`src/verilog/adc_ctrl_map.vh`:
```
`ifndef ADC_CTRL_MAP_VH
`define ADC_CTRL_MAP_VH

// Register pointer values.
`define PTR_MODE_WORD 8'h00
`define PTR_VOLT_RESULT 8'h01
`define PTR_TEMP_RESULT 8'h02
`define PTR_TEMP_AVERAGE 8'h03

// Mode word field positions.
`define MODE_SEL_MSB 15
`define MODE_SEL_LSB 8
`define MODE_TEMP_EN 7
`define MODE_DONT_CARE 6
`define MODE_QUIET_EN 5
`define MODE_EXTERNAL_REFERENCE_SELECT 4
`define MODE_POLARITY 3
`define MODE_CLR_ALARM 2
`define MODE_SOFT_RST 1
`define MODE_AUTOCYCLE 0

// Reset values.
`define MODE_RESET 16'h0000
`define RESULT_RESET 16'h0000
`define PTR_RESET 8'h00

// Result word fields and channel tags.
`define RES_TAG_MSB 15
`define RES_TAG_LSB 12
`define TAG_TEMP 4'h8
`define TAG_TEMP_AVG 4'h9

// Timing.
`define CLK_PERIOD_NS 25
`define TEMP_PERIOD_NS 5000000
`define GLITCH_NS 50

`endif

```
`src/verilog/pin_filter.v`:
```
`timescale 1ns/100ps
module pin_filter #(
	parameter CNT_W = 2,
	parameter [CNT_W-1:0] HOLD = 2'h2
) (
	input wire clk,
	input wire rst,
	input wire pin,
	output reg level_q
);
	reg sync1_q;
	reg sync2_q;
	reg [CNT_W-1:0] cnt_q;

	// Two-stage synchroniser, then a level change is taken only once it has held HOLD cycles.
	always @(posedge clk or posedge rst) begin
		if (rst) begin
			sync1_q <= 1'b1;
			sync2_q <= 1'b1;
			cnt_q <= {CNT_W{1'b0}};
			level_q <= 1'b1;
		end else begin
			sync1_q <= pin;
			sync2_q <= sync1_q;
			if (sync2_q == level_q) begin
				cnt_q <= {CNT_W{1'b0}};
			end else if (cnt_q == HOLD - 1'b1) begin
				cnt_q <= {CNT_W{1'b0}};
				level_q <= sync2_q;
			end else begin
				cnt_q <= cnt_q + 1'b1;
			end
		end
	end
endmodule // pin_filter

```
`src/verilog/adc_command_and_result_control.v`:
```
`timescale 1ns/100ps
`include "adc_ctrl_map.vh"
module adc_command_and_result_control #(
	parameter [6:0] DEV_ADDR = 7'h2f,
	parameter TEMP_CYCLES = `TEMP_PERIOD_NS / `CLK_PERIOD_NS
) (
	input wire core_clk,
	input wire rst,
	input wire scl_pin,
	input wire sda_pin,
	output reg sda_out_q,
	output reg sda_oe_q,
	output reg conv_start_q,
	output reg [3:0] conv_mux_q,
	input wire conv_done,
	input wire [11:0] conv_data,
	output reg ref_ext_q,
	output reg trial_hold_q,
	input wire [8:0] limit_violation,
	output reg alarm_clear_q,
	output reg alert_pin_q,
	output reg cmp_valid_q,
	output reg [15:0] cmp_word_q
);
	localparam GLITCH_CYC = (`GLITCH_NS + `CLK_PERIOD_NS - 1) / `CLK_PERIOD_NS;

	localparam [2:0] ST_IDLE = 3'h0;
	localparam [2:0] ST_ADDR = 3'h1;
	localparam [2:0] ST_AACK = 3'h2;
	localparam [2:0] ST_WDATA = 3'h3;
	localparam [2:0] ST_WACK = 3'h4;
	localparam [2:0] ST_RDATA = 3'h5;
	localparam [2:0] ST_RACK = 3'h6;

	localparam [1:0] SQ_IDLE = 2'h0;
	localparam [1:0] SQ_CONV = 2'h1;

	// Lowest selected channel at or above start; bit 3 flags that one was found.
	function [3:0] find_channel;
		input [7:0] sel;
		input [3:0] start;
		integer i;
		begin
			find_channel = 4'h0;
			for (i = 7; i >= 0; i = i - 1) begin
				if (sel[i] && (i >= start)) begin
					find_channel = {1'b1, i[2:0]};
				end
			end
		end
	endfunction

	////////////////////////////////////////////////////////////////////////////////
	// Filtered serial lines.
	wire scl_f;
	wire sda_f;

	pin_filter #(
		.CNT_W(2),
		.HOLD(GLITCH_CYC[1:0])
	) u_scl_filter (
		.clk(core_clk),
		.rst(rst),
		.pin(scl_pin),
		.level_q(scl_f)
	);

	pin_filter #(
		.CNT_W(2),
		.HOLD(GLITCH_CYC[1:0])
	) u_sda_filter (
		.clk(core_clk),
		.rst(rst),
		.pin(sda_pin),
		.level_q(sda_f)
	);

	reg scl_d1_q;
	reg sda_d1_q;
	wire scl_rise = scl_f & ~scl_d1_q;
	wire scl_fall = ~scl_f & scl_d1_q;
	wire bus_start = scl_f & scl_d1_q & sda_d1_q & ~sda_f;
	wire bus_stop = scl_f & scl_d1_q & ~sda_d1_q & sda_f;

	////////////////////////////////////////////////////////////////////////////////
	// Register state.
	reg [15:0] mode_q;
	reg soft_q;
	reg [7:0] ptr_q;
	reg [15:0] volt_res_q;
	reg [15:0] temp_res_q;
	reg [15:0] temp_avg_q;
	reg avg_valid_q;
	reg [8:0] alarm_stat_q;

	wire [7:0] sel_rev;
	genvar g;
	generate
		for (g = 0; g < 8; g = g + 1) begin : g_sel
			assign sel_rev[g] = mode_q[`MODE_SEL_MSB - g];
		end
	endgenerate

	////////////////////////////////////////////////////////////////////////////////
	// Serial slave engine.
	reg [2:0] st_q;
	reg [3:0] bitcnt_q;
	reg [7:0] shift_q;
	reg [7:0] tx_q;
	reg rw_q;
	reg nack_q;
	reg [1:0] byte_idx_q;
	reg [7:0] hi_byte_q;
	reg rd_lo_q;
	reg [15:0] rd_word_q;
	reg commit_q;
	reg [15:0] commit_word_q;
	reg ptr_wr_q;
	reg [7:0] ptr_wr_val_q;

	wire bus_active = (st_q != ST_IDLE);

	reg [15:0] rd_sel;
	always @* begin
		case (ptr_q)
			`PTR_VOLT_RESULT: rd_sel = volt_res_q;
			`PTR_TEMP_RESULT: rd_sel = temp_res_q;
			`PTR_TEMP_AVERAGE: rd_sel = temp_avg_q;
			default: rd_sel = 16'h0000;
		endcase
	end

	// Next byte to send: high byte snapshots the word so both halves match.
	wire [7:0] next_tx = rd_lo_q ? rd_word_q[7:0] : rd_sel[15:8];

	always @(posedge core_clk or posedge rst) begin
		if (rst) begin
			scl_d1_q <= 1'b1;
			sda_d1_q <= 1'b1;
			st_q <= ST_IDLE;
			bitcnt_q <= 4'h0;
			shift_q <= 8'h00;
			tx_q <= 8'h00;
			rw_q <= 1'b0;
			nack_q <= 1'b0;
			byte_idx_q <= 2'h0;
			hi_byte_q <= 8'h00;
			rd_lo_q <= 1'b0;
			rd_word_q <= 16'h0000;
			commit_q <= 1'b0;
			commit_word_q <= 16'h0000;
			ptr_wr_q <= 1'b0;
			ptr_wr_val_q <= 8'h00;
			sda_out_q <= 1'b0;
			sda_oe_q <= 1'b0;
		end else begin
			scl_d1_q <= scl_f;
			sda_d1_q <= sda_f;
			commit_q <= 1'b0;
			ptr_wr_q <= 1'b0;
			sda_out_q <= 1'b0;
			if (bus_start) begin
				st_q <= ST_ADDR;
				bitcnt_q <= 4'h0;
				byte_idx_q <= 2'h0;
				rd_lo_q <= 1'b0;
				sda_oe_q <= 1'b0;
			end else if (bus_stop) begin
				st_q <= ST_IDLE;
				sda_oe_q <= 1'b0;
			end else if (scl_rise) begin
				if (st_q == ST_ADDR || st_q == ST_WDATA) begin
					shift_q <= {shift_q[6:0], sda_f};
					bitcnt_q <= bitcnt_q + 4'h1;
				end else if (st_q == ST_RACK) begin
					nack_q <= sda_f;
				end
			end else if (scl_fall) begin
				case (st_q)
					ST_ADDR: begin
						if (bitcnt_q == 4'h8) begin
							if (shift_q[7:1] == DEV_ADDR) begin
								rw_q <= shift_q[0];
								sda_oe_q <= 1'b1;
								st_q <= ST_AACK;
							end else begin
								st_q <= ST_IDLE;
							end
						end
					end
					ST_AACK: begin
						bitcnt_q <= 4'h1;
						if (rw_q) begin
							tx_q <= {next_tx[6:0], 1'b0};
							sda_oe_q <= ~next_tx[7];
							rd_word_q <= rd_sel;
							rd_lo_q <= 1'b1;
							st_q <= ST_RDATA;
						end else begin
							bitcnt_q <= 4'h0;
							sda_oe_q <= 1'b0;
							st_q <= ST_WDATA;
						end
					end
					ST_WDATA: begin
						if (bitcnt_q == 4'h8) begin
							if (byte_idx_q == 2'h0) begin
								ptr_wr_q <= 1'b1;
								ptr_wr_val_q <= shift_q;
							end else if (byte_idx_q == 2'h1) begin
								hi_byte_q <= shift_q;
							end else if (ptr_q == `PTR_MODE_WORD) begin
								commit_q <= 1'b1;
								commit_word_q <= {hi_byte_q, shift_q};
							end
							if (byte_idx_q == 2'h2) begin
								byte_idx_q <= 2'h1;
							end else begin
								byte_idx_q <= byte_idx_q + 2'h1;
							end
							sda_oe_q <= 1'b1;
							st_q <= ST_WACK;
						end
					end
					ST_WACK: begin
						bitcnt_q <= 4'h0;
						sda_oe_q <= 1'b0;
						st_q <= ST_WDATA;
					end
					ST_RDATA: begin
						if (bitcnt_q == 4'h8) begin
							sda_oe_q <= 1'b0;
							st_q <= ST_RACK;
						end else begin
							sda_oe_q <= ~tx_q[7];
							tx_q <= {tx_q[6:0], 1'b0};
							bitcnt_q <= bitcnt_q + 4'h1;
						end
					end
					ST_RACK: begin
						if (nack_q) begin
							st_q <= ST_IDLE;
						end else begin
							tx_q <= {next_tx[6:0], 1'b0};
							sda_oe_q <= ~next_tx[7];
							if (!rd_lo_q) begin
								rd_word_q <= rd_sel;
							end
							rd_lo_q <= ~rd_lo_q;
							bitcnt_q <= 4'h1;
							st_q <= ST_RDATA;
						end
					end
					default: begin
						st_q <= ST_IDLE;
						sda_oe_q <= 1'b0;
					end
				endcase
			end
		end
	end

	////////////////////////////////////////////////////////////////////////////////
	// Mode word, pointer and soft reset.
	always @(posedge core_clk or posedge rst) begin
		if (rst) begin
			mode_q <= `MODE_RESET;
			soft_q <= 1'b0;
			ptr_q <= `PTR_RESET;
		end else if (soft_q) begin
			mode_q <= `MODE_RESET;
			soft_q <= 1'b0;
			ptr_q <= `PTR_RESET;
		end else begin
			if (ptr_wr_q) begin
				ptr_q <= ptr_wr_val_q;
			end
			if (commit_q) begin
				mode_q <= commit_word_q & ~(16'h0001 << `MODE_DONT_CARE);
				soft_q <= commit_word_q[`MODE_SOFT_RST];
			end
		end
	end

	////////////////////////////////////////////////////////////////////////////////
	// Conversion sequencer and background temperature timer.
	reg [1:0] sq_q;
	reg pass_q;
	reg [2:0] cur_ch_q;
	reg temp_pend_q;
	reg temp_busy_q;
	reg [31:0] temp_cnt_q;

	wire [3:0] first_ch = find_channel(sel_rev, 4'h0);
	wire [3:0] next_ch = find_channel(sel_rev, {1'b0, cur_ch_q} + 4'h1);
	wire [12:0] avg_sum = {temp_avg_q[11], temp_avg_q[11:0]} + {conv_data[11], conv_data};
	wire temp_tick = mode_q[`MODE_TEMP_EN] && (temp_cnt_q == TEMP_CYCLES - 1);

	// The pass starts from the word being committed, not from the old mode word.
	wire [7:0] commit_rev;
	generate
		for (g = 0; g < 8; g = g + 1) begin : g_commit_sel
			assign commit_rev[g] = commit_word_q[`MODE_SEL_MSB - g];
		end
	endgenerate
	wire [3:0] commit_ch = find_channel(commit_rev, 4'h0);

	always @(posedge core_clk or posedge rst) begin
		if (rst) begin
			sq_q <= SQ_IDLE;
			pass_q <= 1'b0;
			cur_ch_q <= 3'h0;
			temp_pend_q <= 1'b0;
			temp_busy_q <= 1'b0;
			temp_cnt_q <= 32'h0;
			volt_res_q <= `RESULT_RESET;
			temp_res_q <= `RESULT_RESET;
			temp_avg_q <= `RESULT_RESET;
			avg_valid_q <= 1'b0;
			conv_start_q <= 1'b0;
			conv_mux_q <= 4'h0;
			cmp_valid_q <= 1'b0;
			cmp_word_q <= 16'h0000;
		end else if (soft_q) begin
			sq_q <= SQ_IDLE;
			pass_q <= 1'b0;
			cur_ch_q <= 3'h0;
			temp_pend_q <= 1'b0;
			temp_busy_q <= 1'b0;
			temp_cnt_q <= 32'h0;
			volt_res_q <= `RESULT_RESET;
			temp_res_q <= `RESULT_RESET;
			temp_avg_q <= `RESULT_RESET;
			avg_valid_q <= 1'b0;
			conv_start_q <= 1'b0;
			conv_mux_q <= 4'h0;
			cmp_valid_q <= 1'b0;
			cmp_word_q <= 16'h0000;
		end else begin
			conv_start_q <= 1'b0;
			cmp_valid_q <= 1'b0;
			if (!mode_q[`MODE_TEMP_EN]) begin
				temp_cnt_q <= 32'h0;
			end else if (temp_cnt_q == TEMP_CYCLES - 1) begin
				temp_cnt_q <= 32'h0;
				temp_pend_q <= 1'b1;
			end else begin
				temp_cnt_q <= temp_cnt_q + 32'h1;
			end
			if (commit_q) begin
				pass_q <= commit_ch[3];
				cur_ch_q <= commit_ch[2:0];
			end
			case (sq_q)
				SQ_IDLE: begin
					if (mode_q[`MODE_QUIET_EN] && bus_active) begin
						sq_q <= SQ_IDLE;
					end else if (temp_pend_q) begin
						if (!temp_tick) begin
							temp_pend_q <= 1'b0;
						end
						temp_busy_q <= 1'b1;
						conv_mux_q <= `TAG_TEMP;
						conv_start_q <= 1'b1;
						sq_q <= SQ_CONV;
					end else if (pass_q && !commit_q) begin
						temp_busy_q <= 1'b0;
						conv_mux_q <= {1'b0, cur_ch_q};
						conv_start_q <= 1'b1;
						sq_q <= SQ_CONV;
					end
				end
				SQ_CONV: begin
					if (conv_done) begin
						sq_q <= SQ_IDLE;
						cmp_valid_q <= 1'b1;
						if (temp_busy_q) begin
							temp_res_q <= {`TAG_TEMP, conv_data};
							cmp_word_q <= {`TAG_TEMP, conv_data};
							avg_valid_q <= 1'b1;
							if (avg_valid_q) begin
								temp_avg_q <= {`TAG_TEMP_AVG, avg_sum[12:1]};
							end else begin
								temp_avg_q <= {`TAG_TEMP_AVG, conv_data};
							end
						end else begin
							volt_res_q <= {1'b0, conv_mux_q[2:0], conv_data};
							cmp_word_q <= {1'b0, conv_mux_q[2:0], conv_data};
							if (!commit_q) begin
								if (next_ch[3]) begin
									cur_ch_q <= next_ch[2:0];
								end else if (mode_q[`MODE_AUTOCYCLE] && first_ch[3]) begin
									cur_ch_q <= first_ch[2:0];
								end else begin
									pass_q <= 1'b0;
								end
							end
						end
					end
				end
				default: sq_q <= SQ_IDLE;
			endcase
		end
	end

	////////////////////////////////////////////////////////////////////////////////
	// Alarm status, alarm pin and analog controls.
	always @(posedge core_clk or posedge rst) begin
		if (rst) begin
			alarm_stat_q <= 9'h000;
			alert_pin_q <= 1'b0;
			alarm_clear_q <= 1'b0;
			ref_ext_q <= 1'b0;
			trial_hold_q <= 1'b0;
		end else if (soft_q) begin
			alarm_stat_q <= 9'h000;
			alert_pin_q <= 1'b0;
			alarm_clear_q <= 1'b0;
			ref_ext_q <= 1'b0;
			trial_hold_q <= 1'b0;
		end else begin
			if (mode_q[`MODE_CLR_ALARM]) begin
				alarm_stat_q <= 9'h000;
			end else begin
				alarm_stat_q <= alarm_stat_q | limit_violation;
			end
			alert_pin_q <= mode_q[`MODE_POLARITY] ^ (|alarm_stat_q);
			alarm_clear_q <= mode_q[`MODE_CLR_ALARM];
			ref_ext_q <= mode_q[`MODE_EXTERNAL_REFERENCE_SELECT];
			trial_hold_q <= mode_q[`MODE_QUIET_EN] & bus_active;
		end
	end
endmodule // adc_command_and_result_control

```
`config.mk`:
```
export PLATFORM = sky130hd
export DESIGN_NAME = adc_command_and_result_control
export DESIGN_NICKNAME = d
export VERILOG_FILES = /design/src/verilog/pin_filter.v /design/src/verilog/adc_command_and_result_control.v
export VERILOG_INCLUDE_DIRS = /design/src /design/src/verilog
export SDC_FILE = /design/constraint.sdc
export NUM_CORES = 1
export LEC_CHECK = 0
export BUFFER_PORTS_ARGS = -buffer_cell sky130_fd_sc_hd__buf_4
export CORE_MARGIN = 2
export CORE_UTILIZATION = 60
export CTS_BUF_LIST = sky130_fd_sc_hd__clkbuf_4 sky130_fd_sc_hd__clkbuf_8 sky130_fd_sc_hd__clkbuf_16
export CTS_CLUSTER_DIAMETER = 200
export DETAILED_ROUTE_END_ITERATION = 12
export PLACE_DENSITY = 0.87
export SLEW_MARGIN = 30
export SYNTH_ARGS = -nofsm -noshare
export SYNTH_HDL_FRONTEND = slang
export SYNTH_HIERARCHICAL = 1
export SYNTH_SLANG_ARGS = --single-unit
```
`constraint.sdc`:
```
create_clock -name core_clk -period 8.1 [get_ports core_clk]
set_input_delay 0.405 -clock core_clk [delete_from_list [all_inputs] [get_ports core_clk]]
set_output_delay 0.405 -clock core_clk [all_outputs]
set_load 0.05 [all_outputs]
```
# == Yosys cells after proc, flatten, opt, wreduce, memory -nomap -nowiden ==
# Index checks and enable logic that the tools add are counted.
# word_totals
word_cells,364
output_inout_bits,28
regBits,232
# classes
mux,182
n_reduce_logical,55
bitwise,25
magnitude_cmp,8
addsub,7
eq_ne,40
# ops
op,count
$mux W16,18
$mux W4,36
$mux W32,3
$mux W8,9
$mux W1,71
$mux W3,17
$pmux W16 S3,1
$mux W2,17
$add A32 B1 Y32 const B,1
$eq A32 B18 Y1 const B,1
$pmux W8 S3,1
$reduce_and A8 Y1,3
$reduce_bool A2 Y1,10
$mux W9,2
$pmux W3 S6,1
$reduce_and A6 Y1,3
$reduce_bool A3 Y1,6
$eq A8 B2 Y1 const B,2
$ge A3 B4 Y1 const A,4
$ne A4 B4 Y1 const B,4
$pmux W4 S4,1
$pmux W8 S2,1
$not A1 Y1,15
$reduce_and A5 Y1,3
other kinds (40),87

# == Logic depth before layout (Yosys ltp) ==
# logic_depth
depth_word,17
ltp_mapped,10
ltp_nobuf,8

# == Modules after synthesis ==
# The synthesis kept the hierarchy.
# by_module_without_submodules
module,cells_each,area_per_inst_um2,seq_area_each_um2,n_inst
adc_command_and_result_control,1056,10292.4,5182.5,1
pin_filter,11,181.4,128.9,2

# == Worst setup path after synthesis ==
# Ideal clock, no wire load.
# synth_path
kind,register to register
start,reg scl_d1_q
end,reg commit_word_q[0]
stages_incl_launch_ff,11
arrival_time_ns,2.172
n_path_buf,2
setup_slack_ns,5.803
required_time_ns,7.975
period_less_slack_ns,2.297
setup_time_ns,0.125
path_cell_list,dfstp_2 inv_1 ha_1 clkbuf_1 inv_1 nand2_1 nor2_4 nand2_2 nor3_4 buf_6 mux2_2
# synth_between
elab_chain_len,5
# synth_lines
element,line_no,source
"start, declared",adc_command_and_result_control.v:78,reg scl_d1_q;
"start signal, assigned",adc_command_and_result_control.v:157,scl_d1_q <= scl_f;
$and A1 B1 Y1,"adc_command_and_result_control.v:82, adc_command_and_result_control.v:83",
$and A1 B1 Y1 (on tied branches) (2 in series),"adc_command_and_result_control.v:83, adc_command_and_result_control.v:82",
$not A1 Y1 (no line),-,
$reduce_and A9 Y1 (no line) (*),-,
"end signal, assigned",adc_command_and_result_control.v:214,"commit_word_q <= {hi_byte_q, shift_q};"
"end, declared",adc_command_and_result_control.v:117,reg [15:0] commit_word_q;
# Every way passes the cells marked *; elsewhere a longest branch is shown, timed or not.
# A chain may end at the register's enable or synchronous reset.

# == Worst setup path in the final report ==
# layout_path
start,reg sq_q[0]
end,reg cur_ch_q[0]
# layout_between
elab_chain_len,3
# layout_lines
element,line_no,source
"start, declared",adc_command_and_result_control.v:287,reg [1:0] sq_q;
"start signal, assigned",adc_command_and_result_control.v:310,sq_q <= SQ_IDLE;
"start signal, assigned",adc_command_and_result_control.v:325,sq_q <= SQ_IDLE;
"start signal, assigned",adc_command_and_result_control.v:357,sq_q <= SQ_IDLE;
$eq A2 B1 Y1,adc_command_and_result_control.v:354,case (sq_q)
$mux W3,adc_command_and_result_control.v:354,
$mux W3,adc_command_and_result_control.v:324,end else if (soft_q) begin
"end signal, assigned",adc_command_and_result_control.v:352,cur_ch_q <= commit_ch[2:0];
"end signal, assigned",adc_command_and_result_control.v:391,cur_ch_q <= next_ch[2:0];
"end signal, assigned",adc_command_and_result_control.v:393,cur_ch_q <= first_ch[2:0];
"end, declared",adc_command_and_result_control.v:289,reg [2:0] cur_ch_q;
# Every way passes these cells.

==> qor.csv <==
metric,value,unit
yosys_warnings,6,
max_freq,376,MHz
synth-edff-count,0,
stdcell_area,0.0121,mm²
cts.sinks,217,
worst_ep_arrival_time,3010,ps
io_buffers,52,
power.internal,0.00212,W
rsz0062_at_grt,false,
placed_area,0.0111,mm²
yosysSeqAreaShare,51.1,%
p_clk_share,38.5,%
cts_resized,0,
grt_pass1_wl,38600,µm
synth_cell_types,74,
gp_congestion,0.920,
grt_start_max_net_pins,129,
dr_total_vias,8149,
hold_viol,0,
fillCellCount,1212,
synth-main-ff-cell,dfrtp_1,
dp_hpwl,15000,µm
cts_hold_buf,3,
worstSetupPathType,reg -> reg,
finClkSkew,22.3,ps
p_per_area,248,mW/mm²
setup_tns,0,ps
clk_path_buf_depth,3,
crit_fanout,22,
finalWirelength,23300,µm
period_needed,2660,ps
clk_latency,520,ps
dr.pass1.iters,5,
ys_seq_elements,217,
post_synth.cell_area_avg,9.88,µm²
drive_above_1_share,16.7,%
setup_violations,0,
syn_nets,1125,
syn2layout_area_growth,13.3,%
ant_nets,0,
grt_usage,25.1,%
antenna_found_initial,0,
grt_overflow,0,
cts_tree,yes,
cts-htree-levels,1,
p_sw,0.000871,W
crit_required,8450,ps
rows,48,
post-route-util,69.5,%
ir_worst_vdd,0.200,mV
cts_made_buffers,24,
viasPerCell,6.02,
ios,54,
slew_viol_final,0,
core-area,0.0174,mm²
fp.dieW,137,µm
netlist_area,0.0107,mm²
seqPwrFrac,42.9,%
fin_crit_sh,32.9,%
tightest_slew,872,ps
crit_path_start_kind,register,
post_cts_buffers,0,
end_kind,register,
p_leak,5.36,nW
synthCells,1078,
num_antenna_cells,0,
fp.dieH,137,µm
drc,0,
outcome,finished clean,
slew_headroom,41.9,%
grt_pass1_vias,8007,
switching_share,29.1,%
drtIter0Drc,721,
p_comb_share,18.6,%
start_util,61.4,%
clk_pin_slew_worst_paths,60,ps
fp.dieArea,0.0188,mm²
hold_path.class,in -> reg,
nets,1159,
drv_cap,0,
synthArstFlopShare,100,%
wire_per_inst,17.2,µm
root_buffer,clkbuf_16,
-- power by group through the flow --
stage | Clock, W | Combinational [W] | Sequential [W]
2_1_floorplan | 0 | 0.000298 | 0.00140
3_3_place_gp | 0 | 0.000539 | 0.00129
3_5_place_dp | 0 | 0.000551 | 0.00130
4_1_cts | 0.00117 | 0.000554 | 0.00128
5_1_grt | 0.00121 | 0.000606 | 0.00129
6_report | 0.00115 | 0.000556 | 0.00128
-- worst max-delay path: stages, from the launching register on --
cell and delay [ps]:
dfrtp_1 420, and2_0 640, nand2b_1 640, a2111oi_0 640, a221oi_1 140
-- cell type report --
cell class	instances	area, µm²	share of cell area, %
inverters	28	113	0.933
clock inverters	11	173	1.43
clock buffers	32	679	5.63
multi-input cells	781	4890	40.5
flip-flops and latches	217	5440	45.1
well taps	225	282	2.33
repair buffers	60	489	4.05
-- path summary, 6_finish.rpt --
kind                                       from                     to  slack, ps  cells after the start
setup / recovery                        sq_q[0]            cur_ch_q[0]       5440                      4
hold / removal               limit_violation[4]        alarm_stat_q[4]         90                      2
setup reg to reg                        sq_q[0]            cur_ch_q[0]       5440                      4
hold reg to reg            u_sda_filter/sync1_q   u_sda_filter/sync2_q        360                      0
max in group asynchronous                   rst          temp_cnt_q[1]       6700                      4
min in group asynchronous                   rst  u_scl_filter/cnt_q[1]        380                      3
-- state kept, by name (all words and copies together) (netlist names), 9 cells and up --
name           count
volt_res_q        15
cmp_word_q        16
mode_q            14
temp_cnt_q        32
temp_avg_q        13
alarm_stat_q       9
commit_word_q     15
temp_res_q        12
-- per-stage QoR --
stage / total power, W / hold WS [ps] / instances / setup slack [ps]
2_1_floorplan: 0.00169 / 181 / 1078 / 2050
3_3_place_gp: 0.00183 / 346 / 1306 / 5560
3_5_place_dp: 0.00185 / 349 / 1307 / 5480
4_1_cts: 0.00300 / 79.4 / 1353 / 5460
5_1_grt: 0.00311 / 90.1 / 1354 / 5150
6_report: 0.00299 / 94.4 / 1354 / 5440
-- routing by layer --
metal,vias to the layer above,part of all wire [%],GRT usage [%]
met5,-,0,0
met4,0,1.9,6.36
met3,34,4.5,3.46
met2,223,50,43.3
met1,4069,43,33.8
li1,3823,-,-
-- layout by cell type, fill, tap and decap left out, types with 21 or more instances in the layout --
cell type / n
mux2_2: 53
dfrtp_1: 208
nand2_1: 147
xnor2_1: 28
nor2_1: 130
nand3_1: 21
mux2i_1: 29
a21oi_1: 78
inv_1: 27
buf_4: 53
clkbuf_16: 24
o21ai_0: 46
-- kinds of logic (layout without fill, tap and decap cells) --
logic type                 after synthesis  in the layout  share of synthesized area (%)
AOI/OAI and AO/OA                      216            216                           12.6
xor gates and xnor gates                45             45                           3.70
adders and majority gates               21             21                           2.54
buffers and inverters                   80            131                           3.08
DFF                                    217            217                           51.1
muxes                                   85             85                           8.71
other                                    1              1                         0.0352
and+or+nand+nor                        413            413                           18.3
-- Yosys cell counts (13+ instances only) --
| master | number | area share (%) |
|---|---|---|
| nand2b_1 | 13 | 0.76 |
| mux2_2 | 53 | 5.6 |
| dfrtp_1 | 209 | 49 |
| nor3_1 | 20 | 0.94 |
| nor2_1 | 131 | 4.6 |
| nand2_1 | 147 | 5.2 |
| mux2i_1 | 29 | 2.7 |
| o21a_1 | 13 | 0.92 |
| ha_1 | 20 | 2.3 |
| xor2_1 | 17 | 1.4 |
| nand4_1 | 13 | 0.76 |
| a21oi_1 | 78 | 3.7 |
| clkbuf_1 | 39 | 1.4 |
| o21ai_0 | 46 | 2.2 |
| xnor2_1 | 28 | 2.3 |
| nand3_1 | 21 | 0.99 |
| a22oi_1 | 14 | 0.99 |
| inv_1 | 28 | 0.99 |
Note: power is estimated with default switching activity, not from simulation.
